[src/atc_pkg.sv]
// constants, field layout and states for the async transmit threshold control
// assumes a single 20 MHz core clock domain and byte-granular fifo levels
package atc_pkg;

    // ==========================================================
    // register map
    localparam logic [7:0] ATC_LEC_OFFSET = 8'hf4;
    localparam logic [31:0] ATC_LEC_RESET = 32'h00001000;
    localparam logic [31:0] ATC_LEC_WMASK = 32'h0000b000; // bits 15, 13, 12
    localparam logic [31:0] ATC_ZERO_WORD = 32'h00000000;
    localparam int ATC_BIT_NO_REORDER = 15;
    localparam int ATC_THR_HI = 13;
    localparam int ATC_THR_LO = 12;
    localparam int ATC_BE_LANE0 = 0;
    localparam int ATC_BE_LANE1 = 1;

    // ==========================================================
    // threshold field codes and byte counts
    localparam logic [1:0] ATC_THR_2K = 2'h0;
    localparam logic [1:0] ATC_THR_1K7 = 2'h1;
    localparam logic [1:0] ATC_THR_1K = 2'h2;
    localparam logic [1:0] ATC_THR_512 = 2'h3;
    localparam int ATC_BYTES_2K = 2048;
    localparam int ATC_BYTES_1K7 = 1740;
    localparam int ATC_BYTES_1K = 1024;
    localparam int ATC_BYTES_512 = 512;

    // ==========================================================
    // transmit sequence states
    typedef enum logic [2:0] {
        ATC_IDLE = 3'h0,
        ATC_SEND = 3'h1,
        ATC_REFILL = 3'h2,
        ATC_RESEND = 3'h3
    } atc_state_e;

endpackage : atc_pkg

[src/atc_start_gate.sv]
// start decision for one packet at the head of the transmit fifo
// assumes fill level and end-of-packet flag are from the core clock domain
`timescale 1ns/1ns
module atc_start_gate
    import atc_pkg::*;
#(
    parameter int LVL_W = 12
) (
    input wire logic [1:0] thr_field,
    input wire logic store_fwd,
    input wire logic [LVL_W-1:0] fill_bytes,
    input wire logic eop_in_fifo,
    output logic start_ok
);

    // ==========================================================
    // threshold decode
    function automatic logic [LVL_W-1:0] thr_bytes(input logic [1:0] code);
        case (code)
            ATC_THR_1K7: thr_bytes = LVL_W'(ATC_BYTES_1K7);
            ATC_THR_1K: thr_bytes = LVL_W'(ATC_BYTES_1K);
            ATC_THR_512: thr_bytes = LVL_W'(ATC_BYTES_512);
            default: thr_bytes = LVL_W'(ATC_BYTES_2K);
        endcase
    endfunction : thr_bytes

    // whole packet always starts; early start only below store-and-forward
    always_comb begin
        start_ok = eop_in_fifo;
        if (!store_fwd && thr_field != ATC_THR_2K && fill_bytes >= thr_bytes(thr_field)) begin
            start_ok = 1'b1;
        end
    end

endmodule : atc_start_gate

[src/atc_tx_threshold.sv]
// async transmit threshold control with its link enhancement register
// assumes fifo status, link status and retry info arrive on core_clk
// rst_b is the global reset pin; soft_rst is any lesser reset
// fifo status and the end token are level signals owned by the fifo control
// eop_in_fifo stays high from the end token until tx_done for that packet
// tx_done outranks an empty fifo, so a packet that just finished never underruns
// soft_rst leaves the register alone; only the pin restores its reset value
// the enhancement gate comes from the host controller control register
// every input here is already on core_clk, so none is resynchronised
// cfg_be lanes 2 and 3 reach only reserved bits and so change nothing
`timescale 1ns/1ns
module atc_tx_threshold
    import atc_pkg::*;
#(
    parameter int LVL_W = 12
) (
    input wire logic core_clk,
    input wire logic rst_b,
    input wire logic soft_rst,
    input wire logic cfg_wr,
    input wire logic cfg_rd,
    input wire logic [7:0] cfg_addr,
    input wire logic [3:0] cfg_be,
    input wire logic [31:0] cfg_wdata,
    output logic [31:0] cfg_rdata_r,
    output logic cfg_rvalid_r,
    input wire logic eeprom_load,
    input wire logic [15:0] eeprom_word,
    input wire logic phy_enhance_gate,
    input wire logic retries_zero,
    input wire logic pkt_ready,
    input wire logic [LVL_W-1:0] fifo_level,
    input wire logic eop_in_fifo,
    input wire logic fifo_empty,
    input wire logic tx_done,
    output logic tx_start_r,
    output logic tx_abort_r,
    output logic underrun_r,
    output logic retry_r,
    output logic store_fwd_r,
    output logic tx_reorder_en_r,
    output logic tx_busy_r
);

    // ==========================================================
    // register storage and next value
    logic [31:0] lec_r;
    logic [31:0] lec_nxt;
    logic [31:0] wr_mask;

    // register hit, shared by the read and write paths
    function automatic logic hits_lec(input logic [7:0] addr);
        hits_lec = addr == ATC_LEC_OFFSET;
    endfunction : hits_lec

    // byte-lane mask for host writes
    // bits outside the writable mask never hold a one, so no path can expose them
    always_comb begin
        wr_mask = ATC_ZERO_WORD;
        if (cfg_be[ATC_BE_LANE0]) begin
            wr_mask[7:0] = 8'hff;
        end
        if (cfg_be[ATC_BE_LANE1]) begin
            wr_mask[15:8] = 8'hff;
        end
        wr_mask = wr_mask & ATC_LEC_WMASK; // reserved bits stay zero
    end

    // host write wins over an eeprom load in the same cycle
    always_comb begin
        lec_nxt = lec_r;
        if (eeprom_load) begin
            lec_nxt = {16'h0000, eeprom_word} & ATC_LEC_WMASK;
        end
        if (cfg_wr && hits_lec(cfg_addr)) begin
            lec_nxt = (lec_r & ~wr_mask) | (cfg_wdata & wr_mask);
        end
    end

    // only the global reset pin resets the register
    always_ff @(posedge core_clk or negedge rst_b) begin
        if (!rst_b) begin
            lec_r <= ATC_LEC_RESET;
        end else begin
            lec_r <= lec_nxt;
        end
    end

    // ==========================================================
    // register read port
    // read strobe answered one cycle later
    always_ff @(posedge core_clk or negedge rst_b) begin
        if (!rst_b) begin
            cfg_rvalid_r <= 1'b0;
        end else begin
            cfg_rvalid_r <= cfg_rd;
        end
    end

    // read data holds until the next read strobe
    always_ff @(posedge core_clk or negedge rst_b) begin
        if (!rst_b) begin
            cfg_rdata_r <= ATC_ZERO_WORD;
        end else if (cfg_rd && hits_lec(cfg_addr)) begin
            cfg_rdata_r <= {16'h0000, lec_r[15:0]};
        end else if (cfg_rd) begin
            cfg_rdata_r <= ATC_ZERO_WORD; // unmapped reads as zero
        end
    end

    // ==========================================================
    // effective settings after the enhancement gate
    logic [1:0] eff_thr;
    logic eff_no_reorder;
    logic force_sf;

    // gate closed behaves as the reset value of the register
    always_comb begin
        eff_thr = ATC_THR_1K7;
        eff_no_reorder = 1'b0;
        if (phy_enhance_gate) begin
            eff_thr = lec_r[ATC_THR_HI:ATC_THR_LO];
            eff_no_reorder = lec_r[ATC_BIT_NO_REORDER];
        end
    end

    // a zero retry count or the 2K code both mean store-and-forward
    assign force_sf = retries_zero || eff_thr == ATC_THR_2K;

    // ==========================================================
    // transmit sequence
    atc_state_e state_r;
    atc_state_e state_nxt;
    logic start_ok;
    logic gate_sf;
    logic start_now;
    logic underrun_now;

    // refill and resend together make up the retry attempt
    // only the first attempt can underrun; the resend starts from a whole packet
    function automatic logic in_retry(input atc_state_e st);
        in_retry = st == ATC_REFILL || st == ATC_RESEND;
    endfunction : in_retry

    // retry attempt is always store-and-forward
    assign gate_sf = force_sf || state_r == ATC_REFILL;

    atc_start_gate #(
        .LVL_W(LVL_W)
    ) u_start_gate (
        .thr_field(eff_thr),
        .store_fwd(gate_sf),
        .fill_bytes(fifo_level),
        .eop_in_fifo(eop_in_fifo),
        .start_ok(start_ok)
    );

    // next state and event decode
    // tx_done is tested first so a finished packet never counts as an underrun
    // pkt_ready is ignored outside idle, so a refill cannot start a new packet
    always_comb begin
        state_nxt = state_r;
        start_now = 1'b0;
        underrun_now = 1'b0;
        case (state_r)
            ATC_IDLE: begin
                if (pkt_ready && start_ok) begin
                    state_nxt = ATC_SEND;
                    start_now = 1'b1;
                end
            end
            ATC_SEND: begin
                if (tx_done) begin
                    state_nxt = ATC_IDLE;
                end else if (fifo_empty && !eop_in_fifo) begin
                    state_nxt = ATC_REFILL;
                    underrun_now = 1'b1;
                end
            end
            ATC_REFILL: begin
                if (start_ok) begin
                    state_nxt = ATC_RESEND;
                    start_now = 1'b1;
                end
            end
            ATC_RESEND: begin
                if (tx_done) begin
                    state_nxt = ATC_IDLE;
                end
            end
            default: begin
                state_nxt = ATC_IDLE;
            end
        endcase
    end

    // state register; lesser resets restart the sequence
    always_ff @(posedge core_clk or negedge rst_b) begin
        if (!rst_b) begin
            state_r <= ATC_IDLE;
        end else if (soft_rst) begin
            state_r <= ATC_IDLE;
        end else begin
            state_r <= state_nxt;
        end
    end

    // ==========================================================
    // link-facing outputs
    // one-cycle start strobe, first attempt or retry
    // never two in a row, since a start always leaves idle or refill
    always_ff @(posedge core_clk or negedge rst_b) begin
        if (!rst_b) begin
            tx_start_r <= 1'b0;
        end else if (soft_rst) begin
            tx_start_r <= 1'b0;
        end else begin
            tx_start_r <= start_now;
        end
    end

    // errored-packet strobe toward the link
    // raised with the underrun so the far node sees a bad packet
    always_ff @(posedge core_clk or negedge rst_b) begin
        if (!rst_b) begin
            tx_abort_r <= 1'b0;
        end else if (soft_rst) begin
            tx_abort_r <= 1'b0;
        end else begin
            tx_abort_r <= underrun_now; // errored packet
        end
    end

    // underrun strobe, same cycle as the abort
    // kept apart from the abort so status logic can count underruns
    always_ff @(posedge core_clk or negedge rst_b) begin
        if (!rst_b) begin
            underrun_r <= 1'b0;
        end else if (soft_rst) begin
            underrun_r <= 1'b0;
        end else begin
            underrun_r <= underrun_now;
        end
    end

    // retry level, high through refill and resend
    // tells the host side the second attempt is store-and-forward
    always_ff @(posedge core_clk or negedge rst_b) begin
        if (!rst_b) begin
            retry_r <= 1'b0;
        end else if (soft_rst) begin
            retry_r <= 1'b0;
        end else begin
            retry_r <= in_retry(state_nxt);
        end
    end

    // store-and-forward in force, forced or during a retry
    // a lesser reset drops the retry but keeps the forced setting
    always_ff @(posedge core_clk or negedge rst_b) begin
        if (!rst_b) begin
            store_fwd_r <= 1'b0;
        end else if (soft_rst) begin
            store_fwd_r <= force_sf;
        end else begin
            store_fwd_r <= force_sf || in_retry(state_nxt);
        end
    end

    // reorder permission, follows the gated register bit
    // reset value allows reordering, matching the bit's cleared state
    always_ff @(posedge core_clk or negedge rst_b) begin
        if (!rst_b) begin
            tx_reorder_en_r <= 1'b1;
        end else begin
            tx_reorder_en_r <= !eff_no_reorder;
        end
    end

    // busy through a send or resend
    // drops the cycle after tx_done
    always_ff @(posedge core_clk or negedge rst_b) begin
        if (!rst_b) begin
            tx_busy_r <= 1'b0;
        end else if (soft_rst) begin
            tx_busy_r <= 1'b0;
        end else begin
            tx_busy_r <= state_nxt == ATC_SEND || state_nxt == ATC_RESEND;
        end
    end

endmodule : atc_tx_threshold

[config.mk]
export PLATFORM = sky130hd
export DESIGN_NAME = atc_tx_threshold
export DESIGN_NICKNAME = d
export VERILOG_FILES = /design/src/atc_pkg.sv /design/src/atc_start_gate.sv /design/src/atc_tx_threshold.sv
export SDC_FILE = /design/constraint.sdc
export NUM_CORES = 1
export LEC_CHECK = 0
export ABC_AREA = 1
export BUFFER_PORTS_ARGS = -buffer_cell sky130_fd_sc_hd__buf_2
export CORE_ASPECT_RATIO = 0.8
export CORE_MARGIN = 4
export CORE_UTILIZATION = 38
export DETAILED_ROUTE_END_ITERATION = 7
export PLACE_DENSITY = 0.91
export SLEW_MARGIN = 20
export SYNTH_ARGS = -nofsm -noshare
export SYNTH_HDL_FRONTEND = slang
export SYNTH_SLANG_ARGS = --single-unit
[constraint.sdc]
create_clock -name core_clk -period 3.6 [get_ports core_clk]
set_input_delay 0.18 -clock core_clk [delete_from_list [all_inputs] [get_ports core_clk]]
set_output_delay 0.18 -clock core_clk [all_outputs]
set_load 0.01 [all_outputs]
==> flow_metrics.tcl, run 1 <==
set metrics [dict create \
    fin_crit_ps 2135 \
    start_util_pct 41.48 \
    vias 1045 \
    min_path_type "in2reg" \
    drive_gt1_share_pct 34.27 \
    setup_tns_ps 0 \
    cts.clk_slew.worst_paths_ps 60 \
    intPower_uw 318.4 \
    antenna_cells 0 \
    grt_use_total_pct 10.85 \
    drt-total-wl_mm 2.331 \
    ir_worst_vdd_mv 0.1615 \
    p_comb_share_pct 21.9 \
    cp_cell_sequence "nor2_1, inv_1, ha_1, ha_1, nand2_1, nor2_1, nand2_1, nor3_1, nand2_1, nand2_1, nand2_1, nand2_1, nand2_1, a21oi_1" \
    finClkSkew_ps 3.012 \
    cellLeakagePower_uw 0.0008858 \
    placement.io_buffers 62 \
    critical_path_peak_fanout 3 \
    grt_start_max_net_pins 18 \
    post-route-drc-count 0 \
    firstDrtPassIters 4 \
    grt_pass1_wl_mm 3.594 \
    crit_path_top_delay_cell "dfstp_2" \
    clkLatencyLatePin_ps 250 \
    nNetsFinal 304 \
    syn_avg_cell_area_um2 7.547 \
    switching_share_pct 26.71 \
    ff2ff_path_depth 14 \
    finish.utilization_pct 50.30 \
    drtAntennaViolNets 0 \
    drt_iter0_drc 16 \
    crit_path_end_kind "flip-flop" \
    m1WireLength_um 837 \
    crit_arrival_ps 2300 \
    globalplace.congestion 0.8248 \
    antenna_found_initial 0 \
    cts_root_buf "clkbuf_8" \
    pwr-share-seq_pct 46.7 \
    routed_via_density 4.163 \
    worstPathRequired_ps 3770 \
    post-dp-hpwl_mm 2.055 \
    first_global_vias 909 \
    finalCritPeriodShare_pct 59.30 \
    yosysWarnings 0 \
    cpLargestDelayFamily "simple AND/OR/NAND/NOR gates" \
    clockBufferDepth 2 \
    cp.buffers_inverters 1 \
    ctsResizeCount 0 \
    dr.max_layer_used "met3" \
    dr_wl_met2_mm 1.182 \
    die_w_um 70.83 \
    seq_area_frac_synth_pct 35.66 \
    core_area_um2 2893 \
    holdPathStages 2 \
    dieArea_um2 4126 \
    avgRoutedWirePerCell_um 9.287 \
    drv_cap 0 \
    yosysTopAreaCell "dfrtp_1" \
    cts_setup_buffers 0 \
    max_stage_delay_ps 370 \
    cts_sinks 17 \
    syn-cell-area_um2 1200 \
    fp.dieH_um 58.26 \
    synth-seq-cells 17 \
    fmax_mhz 468.4 \
    overflow 0 \
    wl_met3_um 311 \
    cts_inserted_buffers 3 \
    p_per_area_nw_per_um2 298.5 \
    setup_viol 0 \
    netSwitchingPower_uw 116.0 \
    clkPwrFrac_pct 31.4 \
    rows 17 \
    netlist_instances 159 \
    synthTopCellsByArea "dfrtp_1 31%, buf_4 18%, nand2_1 11%" \
    status "complete, no violations" \
    whs_ps 95.01 \
    yosysUniqueCellTypes 20 \
    rsz0062_at_grt "false" \
    slew_violations 0 \
    cts_tree "yes" \
    synth_top_cell_area_share_pct 31.28 \
    io_pins 124 \
    cts_max_level 1 \
    crit_type "reg2reg" \
    cpMostUsedCell "nand2_1" \
    crit_path_start_kind "flip-flop" \
    cp.depth 14 \
    final_hold_viol_count 0 \
    area_growth_syn_to_layout_pct 21.27 \
]
==> worst paths after layout <==
check,slack [ps],from,end
hold reg to reg,400,lec_r[15]$_DFFE_PN0P_,tx_reorder_en_r$_DFF_PN1_
setup reg to reg,1470,lec_r[12]$_DFFE_PN1P_,state_r[0]$_DFF_PN0_
hold / removal,100,phy_enhance_gate,tx_reorder_en_r$_DFF_PN1_
min in group asynchronous,380,rst_b,state_r[2]$_DFF_PN0_
setup / recovery,1470,lec_r[12]$_DFFE_PN1P_,state_r[0]$_DFF_PN0_
max in group asynchronous,2920,rst_b,lec_r[12]$_DFFE_PN1P_
==> per-stage QoR <==
stage               instance area (µm²)  total power, µW  worst slack (ps)  cells
global route                       1455            464.5              1137    251
CTS                                1455            442.9              1446    251
floorplan                          1260            274.2              1638    175
global placement                   1400            298.2              1498    246
detailed placement                 1400            301.7              1470    246
finish                             1455            434.4              1465    251
==> per-layer routing <==
metal,vias up,global-route usage (%)
met3,0,4.679
met2,50,20.08
met4,0,1.877
li1,557,-
met1,438,11.69
met5,-,0
==> kinds of logic (layout without fill, tap and decap cells) <==
logic type                 after synthesis  after routing  synth area share, %
and+or+nand+nor                         64             64                24.09
AOI/OAI and AO/OA                       15             15                7.091
buffers and inverters                   56             94                26.59
adders and majority gates                6              6                6.256
DFF                                     17             17                35.66
other                                    1             17               0.3125
==> Yosys cell counts <==
cell,count
nand3_1,6
dfrtp_1,15
or2_2,3
o21ai_2,1
conb_1,1
o21ai_0,8
inv_1,27
dfstp_2,2
o22ai_1,3
nand3_2,1
ha_1,6
nor3_1,4
a21oi_1,2
nor4_4,1
a211oi_1,1
nand2_1,35
nor2_1,12
buf_4,29
nor4_1,1
nand4_1,1
==> placed cells by master (no fill, tap or decap) <==
master | synthesis | routed
dfrtp_1 | 15 | 15
a21oi_1 | 2 | 2
nor2_1 | 12 | 12
inv_1 | 27 | 27
nor4_1 | 1 | 1
buf_2 | 0 | 62
dlygate4sd3_1 | 0 | 1
nor4_4 | 1 | 1
ha_1 | 6 | 6
nand4_1 | 1 | 1
clkbuf_1 | 0 | 1
o22ai_1 | 3 | 3
clkbuf_8 | 0 | 3
conb_1 | 1 | 17
dfstp_2 | 2 | 2
nand3_2 | 1 | 1
or2_2 | 3 | 3
nand3_1 | 6 | 6
nor3_1 | 4 | 4
nand2_1 | 35 | 35
o21ai_2 | 1 | 1
a211oi_1 | 1 | 1
o21ai_0 | 8 | 8
==> repair_timing <==
| item | in CTS | in global routing |
|---|---|---|
| endpoints found under the hold margin | 15 | 0 |
| setup endpoints to repair | 0 | 0 |
| hold buffers | 1 | 0 |
==> flip-flops by register name (all words and copies together), names as in the netlist <==
name	flops
state_r	3
cfg_rdata_r	4
cfg_rvalid_r	1
lec_r	3
underrun_r	1
tx_start_r	1
retry_r	1
tx_busy_r	1
store_fwd_r	1
tx_reorder_en_r	1
==> power by group through the flow <==
stage	clock (µW)	combinational [µW]	sequential (µW)
final	136	95.3	203
after global routing	149	112	204
after CTS	144	96.4	203
after detailed placement	0	95.3	206
after global placement	0	92.2	206
after floorplan	0	66.3	208
==> area by class of cell <==
| cell class | instances | area (µm²) |
|---|---|---|
| clock buffer | 4 | 45.04 |
| timing repair buffer | 63 | 320.3 |
| multi-input combinational | 102 | 513.0 |
| tap | 38 | 47.55 |
| inverter | 27 | 101.3 |
| fill | 302 | 1438 |
| sequential | 17 | 427.9 |
Note: power is estimated with default switching activity, not from simulation.
==> inputs of run 2 (changes only) <==
--- a/config.mk
+++ b/config.mk
@@ -5,13 +5,13 @@
 export SDC_FILE = /design/constraint.sdc
 export NUM_CORES = 1
 export LEC_CHECK = 0
-export ABC_AREA = 1
+export ABC_AREA = 0
 export BUFFER_PORTS_ARGS = -buffer_cell sky130_fd_sc_hd__buf_2
 export CORE_ASPECT_RATIO = 0.8
 export CORE_MARGIN = 4
-export CORE_UTILIZATION = 38
+export CORE_UTILIZATION = 34
 export DETAILED_ROUTE_END_ITERATION = 7
-export PLACE_DENSITY = 0.91
+export PLACE_DENSITY = 0.85
 export SLEW_MARGIN = 20
 export SYNTH_ARGS = -nofsm -noshare
 export SYNTH_HDL_FRONTEND = slang
==> constraint.sdc (replaced) <==
create_clock -name core_clk -period 2.02 [get_ports core_clk]
set_input_delay 0.101 -clock core_clk [delete_from_list [all_inputs] [get_ports core_clk]]
set_output_delay 0.101 -clock core_clk [all_outputs]
set_load 0.01 [all_outputs]
==> run 2 against run 1 <==
The flow now finishes with violations (setup timing). First-iteration DRC count rose by 13%. Setup slack got worse by 1800 ps. Combinational power increased by 110%. Clock-buffer cell count is the same. Critical endpoint is now tx_busy_r$_DFF_PN0_. Largest power group unchanged. Highest routed layer is now met4.
==> flow_metrics.tcl, run 2 <==
set metrics [dict create \
    drv_cap 0 \
    netlist_instances 119 \
    avgRoutedWirePerCell_um 11.44 \
    fp.dieH_um 59.33 \
    yosys_most_used_dff "dfrtp_1" \
    overflow 0 \
    worstPathRequired_ps 2190 \
    grt_use_total_pct 12.17 \
    die_w_um 72.17 \
    io_pins 124 \
    core_area_um2 3131 \
    drt-total-wl_mm 2.573 \
    seq_area_frac_synth_pct 38.21 \
    antenna_found_initial 0 \
    yosysUniqueCellTypes 33 \
    start_util_pct 35.77 \
    yosysTopAreaCell "dfrtp_1" \
    setup_tns_ps -881.3 \
    rows 18 \
    cts_inserted_buffers 3 \
    largest-register "cfg_rdata_r" \
    status "finished with violations" \
    syn-cell-area_um2 1120 \
    crit_start "lec_r[12]$_DFFE_PN1P_" \
    rsz0062_at_grt "true" \
    first_global_vias 955 \
    slew_violations 0 \
    post-route-drc-count 0 \
    clkLatencyLatePin_ps 240 \
    fin_ws_ps -312.4 \
    post-dp-hpwl_mm 2.110 \
    cellLeakagePower_uw 0.0008074 \
    largest_reg_flops 4 \
    r2r-end "tx_busy_r$_DFF_PN0_" \
    finClkSkew_ps 1.684 \
    synth-seq-cells 17 \
    crit_path_top_delay_cell "dfstp_2" \
    placement.io_buffers 62 \
    cp_cell_sequence "nor2b_2, inv_2, ha_4, ha_4, nand4b_1, or4_1, a211oi_2, o31ai_4, a31oi_1" \
    synth_top_cell_area_share_pct 33.52 \
    crit_path_end_kind "flip-flop" \
    cts_max_level 1 \
    finish.utilization_pct 48.92 \
    grt_pass1_wl_mm 4.036 \
    ys_top_cells_by_count "29 x buf_4, 15 x dfrtp_1, 9 x inv_1" \
    drtAntennaViolNets 0 \
    vias 995 \
    clockBufferDepth 2 \
    final-seq-area_um2 427.9 \
    yosysWarnings 0 \
    cts_sinks 17 \
    ff2ff_path_depth 9 \
    area_growth_syn_to_layout_pct 36.76 \
    drive_gt1_share_pct 49.19 \
    syn_avg_cell_area_um2 9.410 \
    reg_top3 "cfg_rdata_r: 4 flops, lec_r: 3 flops, state_r: 3 flops" \
    cpMostUsedCell "ha_4" \
    cts_tree "yes" \
    max_stage_delay_ps 550 \
    mostFrequentLayoutCells "62 x buf_2, 17 x conb_1, 15 x dfrtp_1" \
    fmax_mhz 428.7 \
    critical_path_peak_fanout 3 \
    globalplace.congestion 0.7963 \
    synthArstFlopShare_pct 100.0 \
    whs_ps 23.77 \
    fill_cells 301 \
    nNetsFinal 276 \
    failed_checks "setup timing" \
    cts.clk_slew.worst_paths_ps 60 \
    total_power_uw 808.6 \
    min_path_type "in2reg" \
    multi_input_area_um2 564.3 \
    finalCritPeriodShare_pct 115.5 \
    synthTopCellsByArea "dfrtp_1 34%, buf_4 19%, ha_1 6.7%" \
    r2r_slack_ps -310 \
    crit_arrival_ps 2500 \
    routed_via_density 4.422 \
    dieArea_um2 4282 \
    crit_type "reg2reg" \
    p_per_area_nw_per_um2 528.0 \
    r2r_start "lec_r[12]$_DFFE_PN1P_" \
    drt_iter0_drc 18 \
    fin_crit_ps 2332 \
    yosysMostFrequentCell "buf_4" \
    cts_root_buf "clkbuf_8" \
    firstDrtPassIters 4 \
    ir_worst_vdd_mv 0.2072 \
    layout_commonest_cell "buf_2" \
    antenna_cells 0 \
    final_hold_viol_count 0 \
    grt_start_max_net_pins 18 \
    endpoint "tx_busy_r$_DFF_PN0_" \
    synth_edf_count 0 \
    holdPathStages 1 \
    setup_viol 3 \
    min_from "cfg_rd" \
    crit_path_start_kind "flip-flop" \
]
-- run 2: changes by cell type after synthesis, sizes merged, moves of 4 or more --
cell / previous run / this run
nand2: 35 / 7
a31oi: 0 / 4
inv: 27 / 9
o21ai: 9 / 4
nand3: 7 / 1
nor2: 12 / 6
-- run 2: critical path, delay by kind of cell (launching register included) --
| kind | cells | cell delay [ps] |
|---|---|---|
| buffers and inverters | 1 | 60 |
| AOI/OAI and AO/OA | 3 | 520 |
| and+or+nand+nor | 3 | 670 |
| adders and majority gates | 2 | 460 |
| DFF | 1 | 550 |
-- run 2: final cells by class --
class | count | area share, %
multi-input cells | 80 | 36.85
clock buffers | 4 | 2.941
flip-flops and latches | 17 | 27.94
well taps | 40 | 3.268
repair buffers | 75 | 26.80
inverters | 9 | 2.206
-- run 2: logic make-up after synthesis --
| kind of cell | count (synthesis) | share of synthesized area, % |
|---|---|---|
| AND/OR/NAND/NOR | 32 | 16.65 |
| buffers and inverters | 38 | 22.46 |
| XOR/XNOR | 1 | 0.7823 |
| adder cells (fa/ha/maj) | 6 | 6.704 |
| AO/OA/AOI/OAI | 24 | 14.86 |
| flip-flops | 17 | 38.21 |
| other | 1 | 0.3349 |
-- run 2: where the power goes --
| group | total, µW | internal (µW) | switching (µW) |
|---|---|---|---|
| registers | 363 | 356 | 7.58 |
| clock network | 245 | 140 | 105 |
| logic | 200 | 99.6 | 101 |
| total | 809 | 595 | 214 |
-- run 2: worst min-delay path by stage --
stage                                        endpoint  slack [ps]
after floorplan           cfg_rdata_r[12]$_DFFE_PN0P_        -190
after global placement              retry_r$_DFF_PN0_          40
after detailed placement         tx_start_r$_DFF_PN0_          40
after CTS                      cfg_rvalid_r$_DFF_PN0_          20
after global routing           cfg_rvalid_r$_DFF_PN0_          30
final                          cfg_rvalid_r$_DFF_PN0_          20
-- run 2: what timing repair did --
item                                    CTS  global route
hold buffers                              1             0
buffers inserted                          5             0
endpoints found under the hold margin    15             0
cloned                                    0             0
pin swaps                                 2             1
endpoints found under the setup margin    3             3
resized for setup                         1             8
-- run 2: stage by stage --
step / setup slack, ps / std cells / cell area (µm²)
floorplan: -190.1 / 135 / 1185
global placement: -224.1 / 215 / 1380
detailed placement: -323.3 / 215 / 1380
CTS: -304.3 / 225 / 1475
global route: -428.9 / 225 / 1531
finish: -312.4 / 225 / 1531
-- run 2: per-layer routing --
| metal | wire length, µm | global-route usage (%) | vias to the layer above | part of all wire [%] |
|---|---|---|---|---|
| met4 | 4 | 1.609 | 0 | 0.16 |
| li1 | - | - | 501 | - |
| met2 | 1307 | 22.18 | 43 | 51 |
| met5 | 0 | 0 | - | 0 |
| met1 | 1015 | 14.03 | 449 | 39 |
| met3 | 245 | 4.407 | 2 | 9.5 |
==> inputs of run 3 (changes only) <==
--- a/config.mk
+++ b/config.mk
@@ -11,7 +11,7 @@
 export CORE_MARGIN = 4
 export CORE_UTILIZATION = 34
 export DETAILED_ROUTE_END_ITERATION = 7
-export PLACE_DENSITY = 0.85
+export PLACE_DENSITY = 0.8
 export SLEW_MARGIN = 20
 export SYNTH_ARGS = -nofsm -noshare
 export SYNTH_HDL_FRONTEND = slang
==> run 3 against run 2 <==
The run still ends with setup timing left. Final cell count fell by 2.2%. Non-clock buffer count down 5. First-iteration DRC count grew 89%. Total power fell by 1.5%. Utilization is 1.6 points lower. Clock power hardly changed. Wire length is 2.1% higher. Register-to-register slack better by 30 ps. Sequential share of layout area is 0.92 points higher. Sequential power about the same. Worst hold slack got worse by 8.5 ps. Critical endpoint unchanged. Largest cell class unchanged. Largest power group unchanged.
==> flow_metrics.tcl, run 3 (synthesized netlist as in run 2, its figures left out) <==
set metrics [dict create \
    status "finished with violations" \
    failed_checks "setup timing" \
    drv_cap 0 \
    place_area_um2 1380 \
    cts.clk_slew.worst_paths_ps 60 \
    io_pins 124 \
    grt_pass1_wl_mm 4.050 \
    drtAntennaViolNets 0 \
    core_area_um2 3131 \
    finalInstanceArea_um2 1483 \
    finClkSkew_ps 4.321 \
    max_stage_delay_ps 550 \
    dp.cells 215 \
    routed_via_density 4.350 \
    reg_top3 "cfg_rdata_r: 4 flops, lec_r: 3 flops, state_r: 3 flops" \
    cts_inserted_buffers 3 \
    antenna_cells 0 \
    ir_worst_vdd_mv 0.2383 \
    fp.dieH_um 59.33 \
    drt-total-wl_mm 2.627 \
    post-dp-hpwl_mm 2.211 \
    whs_ps 15.28 \
    layout_commonest_cell "buf_2" \
    slew_violations 0 \
    netSwitchingPower_uw 212.1 \
    min_path_type "in2reg" \
    antenna_found_initial 0 \
    pwr-share-seq_pct 45.7 \
    cts_max_level 1 \
    first_global_vias 935 \
    rsz0062_at_grt "true" \
    fmax_mhz 433.6 \
    crit_path_end_kind "flip-flop" \
    area_growth_syn_to_layout_pct 32.40 \
    worstPathRequired_ps 2190 \
    drt_iter0_drc 34 \
    switching_share_pct 26.64 \
    drive_gt1_share_pct 47.78 \
    mostFrequentLayoutCells "62 x buf_2, 17 x conb_1, 15 x dfrtp_1" \
    p_comb_share_pct 23.7 \
    r2r_slack_ps -290 \
    fin_ws_ps -286.1 \
    setup_viol 3 \
    final_hold_viol_count 0 \
    grt_start_max_net_pins 18 \
    firstDrtPassIters 4 \
    dieArea_um2 4282 \
    cpMostUsedCell "ha_4" \
    dp_slack_ps -359.1 \
    fin_crit_ps 2306 \
    crit_type "reg2reg" \
    avgRoutedWirePerCell_um 11.94 \
    clkPwrFrac_pct 30.7 \
    rows 18 \
    largest-register "cfg_rdata_r" \
    crit_arrival_ps 2480 \
    post-route-drc-count 0 \
    vias 957 \
    clockBufferDepth 2 \
    critical_path_peak_fanout 3 \
    crit_path_start_kind "flip-flop" \
    finish.utilization_pct 47.36 \
    cp_cell_sequence "nor2b_2, inv_2, ha_4, ha_4, nand4b_1, or4_4, a211oi_2, o31ai_2, a31oi_1" \
    finalNonFillerCells 220 \
    finalCritPeriodShare_pct 114.2 \
    nNetsFinal 271 \
    cts_root_buf "clkbuf_8" \
    cellLeakagePower_uw 0.0007901 \
    overflow 0 \
    crit_path_top_delay_cell "dfstp_2" \
    cp.buffers_inverters 1 \
    largest_reg_flops 4 \
    cts_setup_buffers 0 \
    cpLargestDelayFamily "simple AND/OR/NAND/NOR gates" \
    intPower_uw 584.0 \
    placement.io_buffers 62 \
    globalplace.congestion 0.7962 \
    p_per_area_nw_per_um2 536.9 \
    cts_tree "yes" \
    start_util_pct 35.77 \
    fill_cells 313 \
    grt_use_total_pct 12.27 \
    cts_sinks 17 \
    die_w_um 72.17 \
    clkLatencyLatePin_ps 250 \
]
==> run 3: changes by cell type in the layout (fill, tap and decap cells not counted) <==
cell	delta
or4_4	+1
o31ai_2	+1
buf_4	-5
o31ai_4	-1
clkinv_2	+1
a21oi_2	-2
or4_1	-1
a21oi_1	+2
clkbuf_1	-1
==> run 3: metal layers <==
| layer | track usage (%) | up-vias | wire [µm] |
|---|---|---|---|
| met5 | 0 | - | 0 |
| met4 | 2.949 | 0 | 19 |
| met3 | 4.576 | 4 | 256 |
| met2 | 22.18 | 48 | 1377 |
| met1 | 13.70 | 415 | 975 |
| li1 | - | 490 | - |
==> run 3: power by group through the flow <==
stage	Clock, µW	Combinational (µW)	Sequential [µW]
global placement	0	165	368
CTS	256	189	364
finish	244	188	364
floorplan	0	102	372
global route	277	214	365
detailed placement	0	172	369
==> run 3: final timing paths <==
kind                       depth (start not counted)                     endpoint             startpoint
hold / removal                                     2         tx_start_r$_DFF_PN0_               soft_rst
max in group asynchronous                          2        lec_r[12]$_DFFE_PN1P_                  rst_b
hold reg to reg                                    1    tx_reorder_en_r$_DFF_PN1_  lec_r[15]$_DFFE_PN0P_
min in group asynchronous                          2  cfg_rdata_r[14]$_DFFE_PN0P_                  rst_b
setup reg to reg                                   9          tx_busy_r$_DFF_PN0_  lec_r[12]$_DFFE_PN1P_
setup / recovery                                   9          tx_busy_r$_DFF_PN0_  lec_r[12]$_DFFE_PN1P_
==> run 3: repair_timing <==
item	in CTS	in global routing
gates resized for setup	6	1
endpoints found under the setup margin	3	3
pin swaps	3	1
endpoints found under the hold margin	15	0
hold buffers	1	0
==> run 3: worst register-to-register path: cells and delay by family, from the launching register on <==
kind                       cells  cell delay (ps)
AOI/OAI and AO/OA              3              460
adders and majority gates      2              450
buffers and inverters          1               60
DFF                            1              550
and+or+nand+nor                3              700
==> run 3: area by class of cell <==
| type | count | area [µm²] | area share, % |
|---|---|---|---|
| Multi-Input combinational cell | 80 | 551.8 | 37.22 |
| Sequential cell | 17 | 427.9 | 28.86 |
| Timing Repair Buffer | 70 | 372.9 | 25.15 |
| Tap cell | 40 | 50.05 | 3.376 |
| Clock buffer | 3 | 41.29 | 2.785 |
| Inverter | 9 | 33.78 | 2.278 |
| Clock inverter | 1 | 5.005 | 0.3376 |
==> run 3: through the flow <==
stage	TNS (ps)	total power, µW
after global routing	-1144	856.1
after detailed placement	-1051	541.5
final	-809.3	796.1
after CTS	-859.2	808.3
after floorplan	-544.9	473.8
after global placement	-644.1	533.7
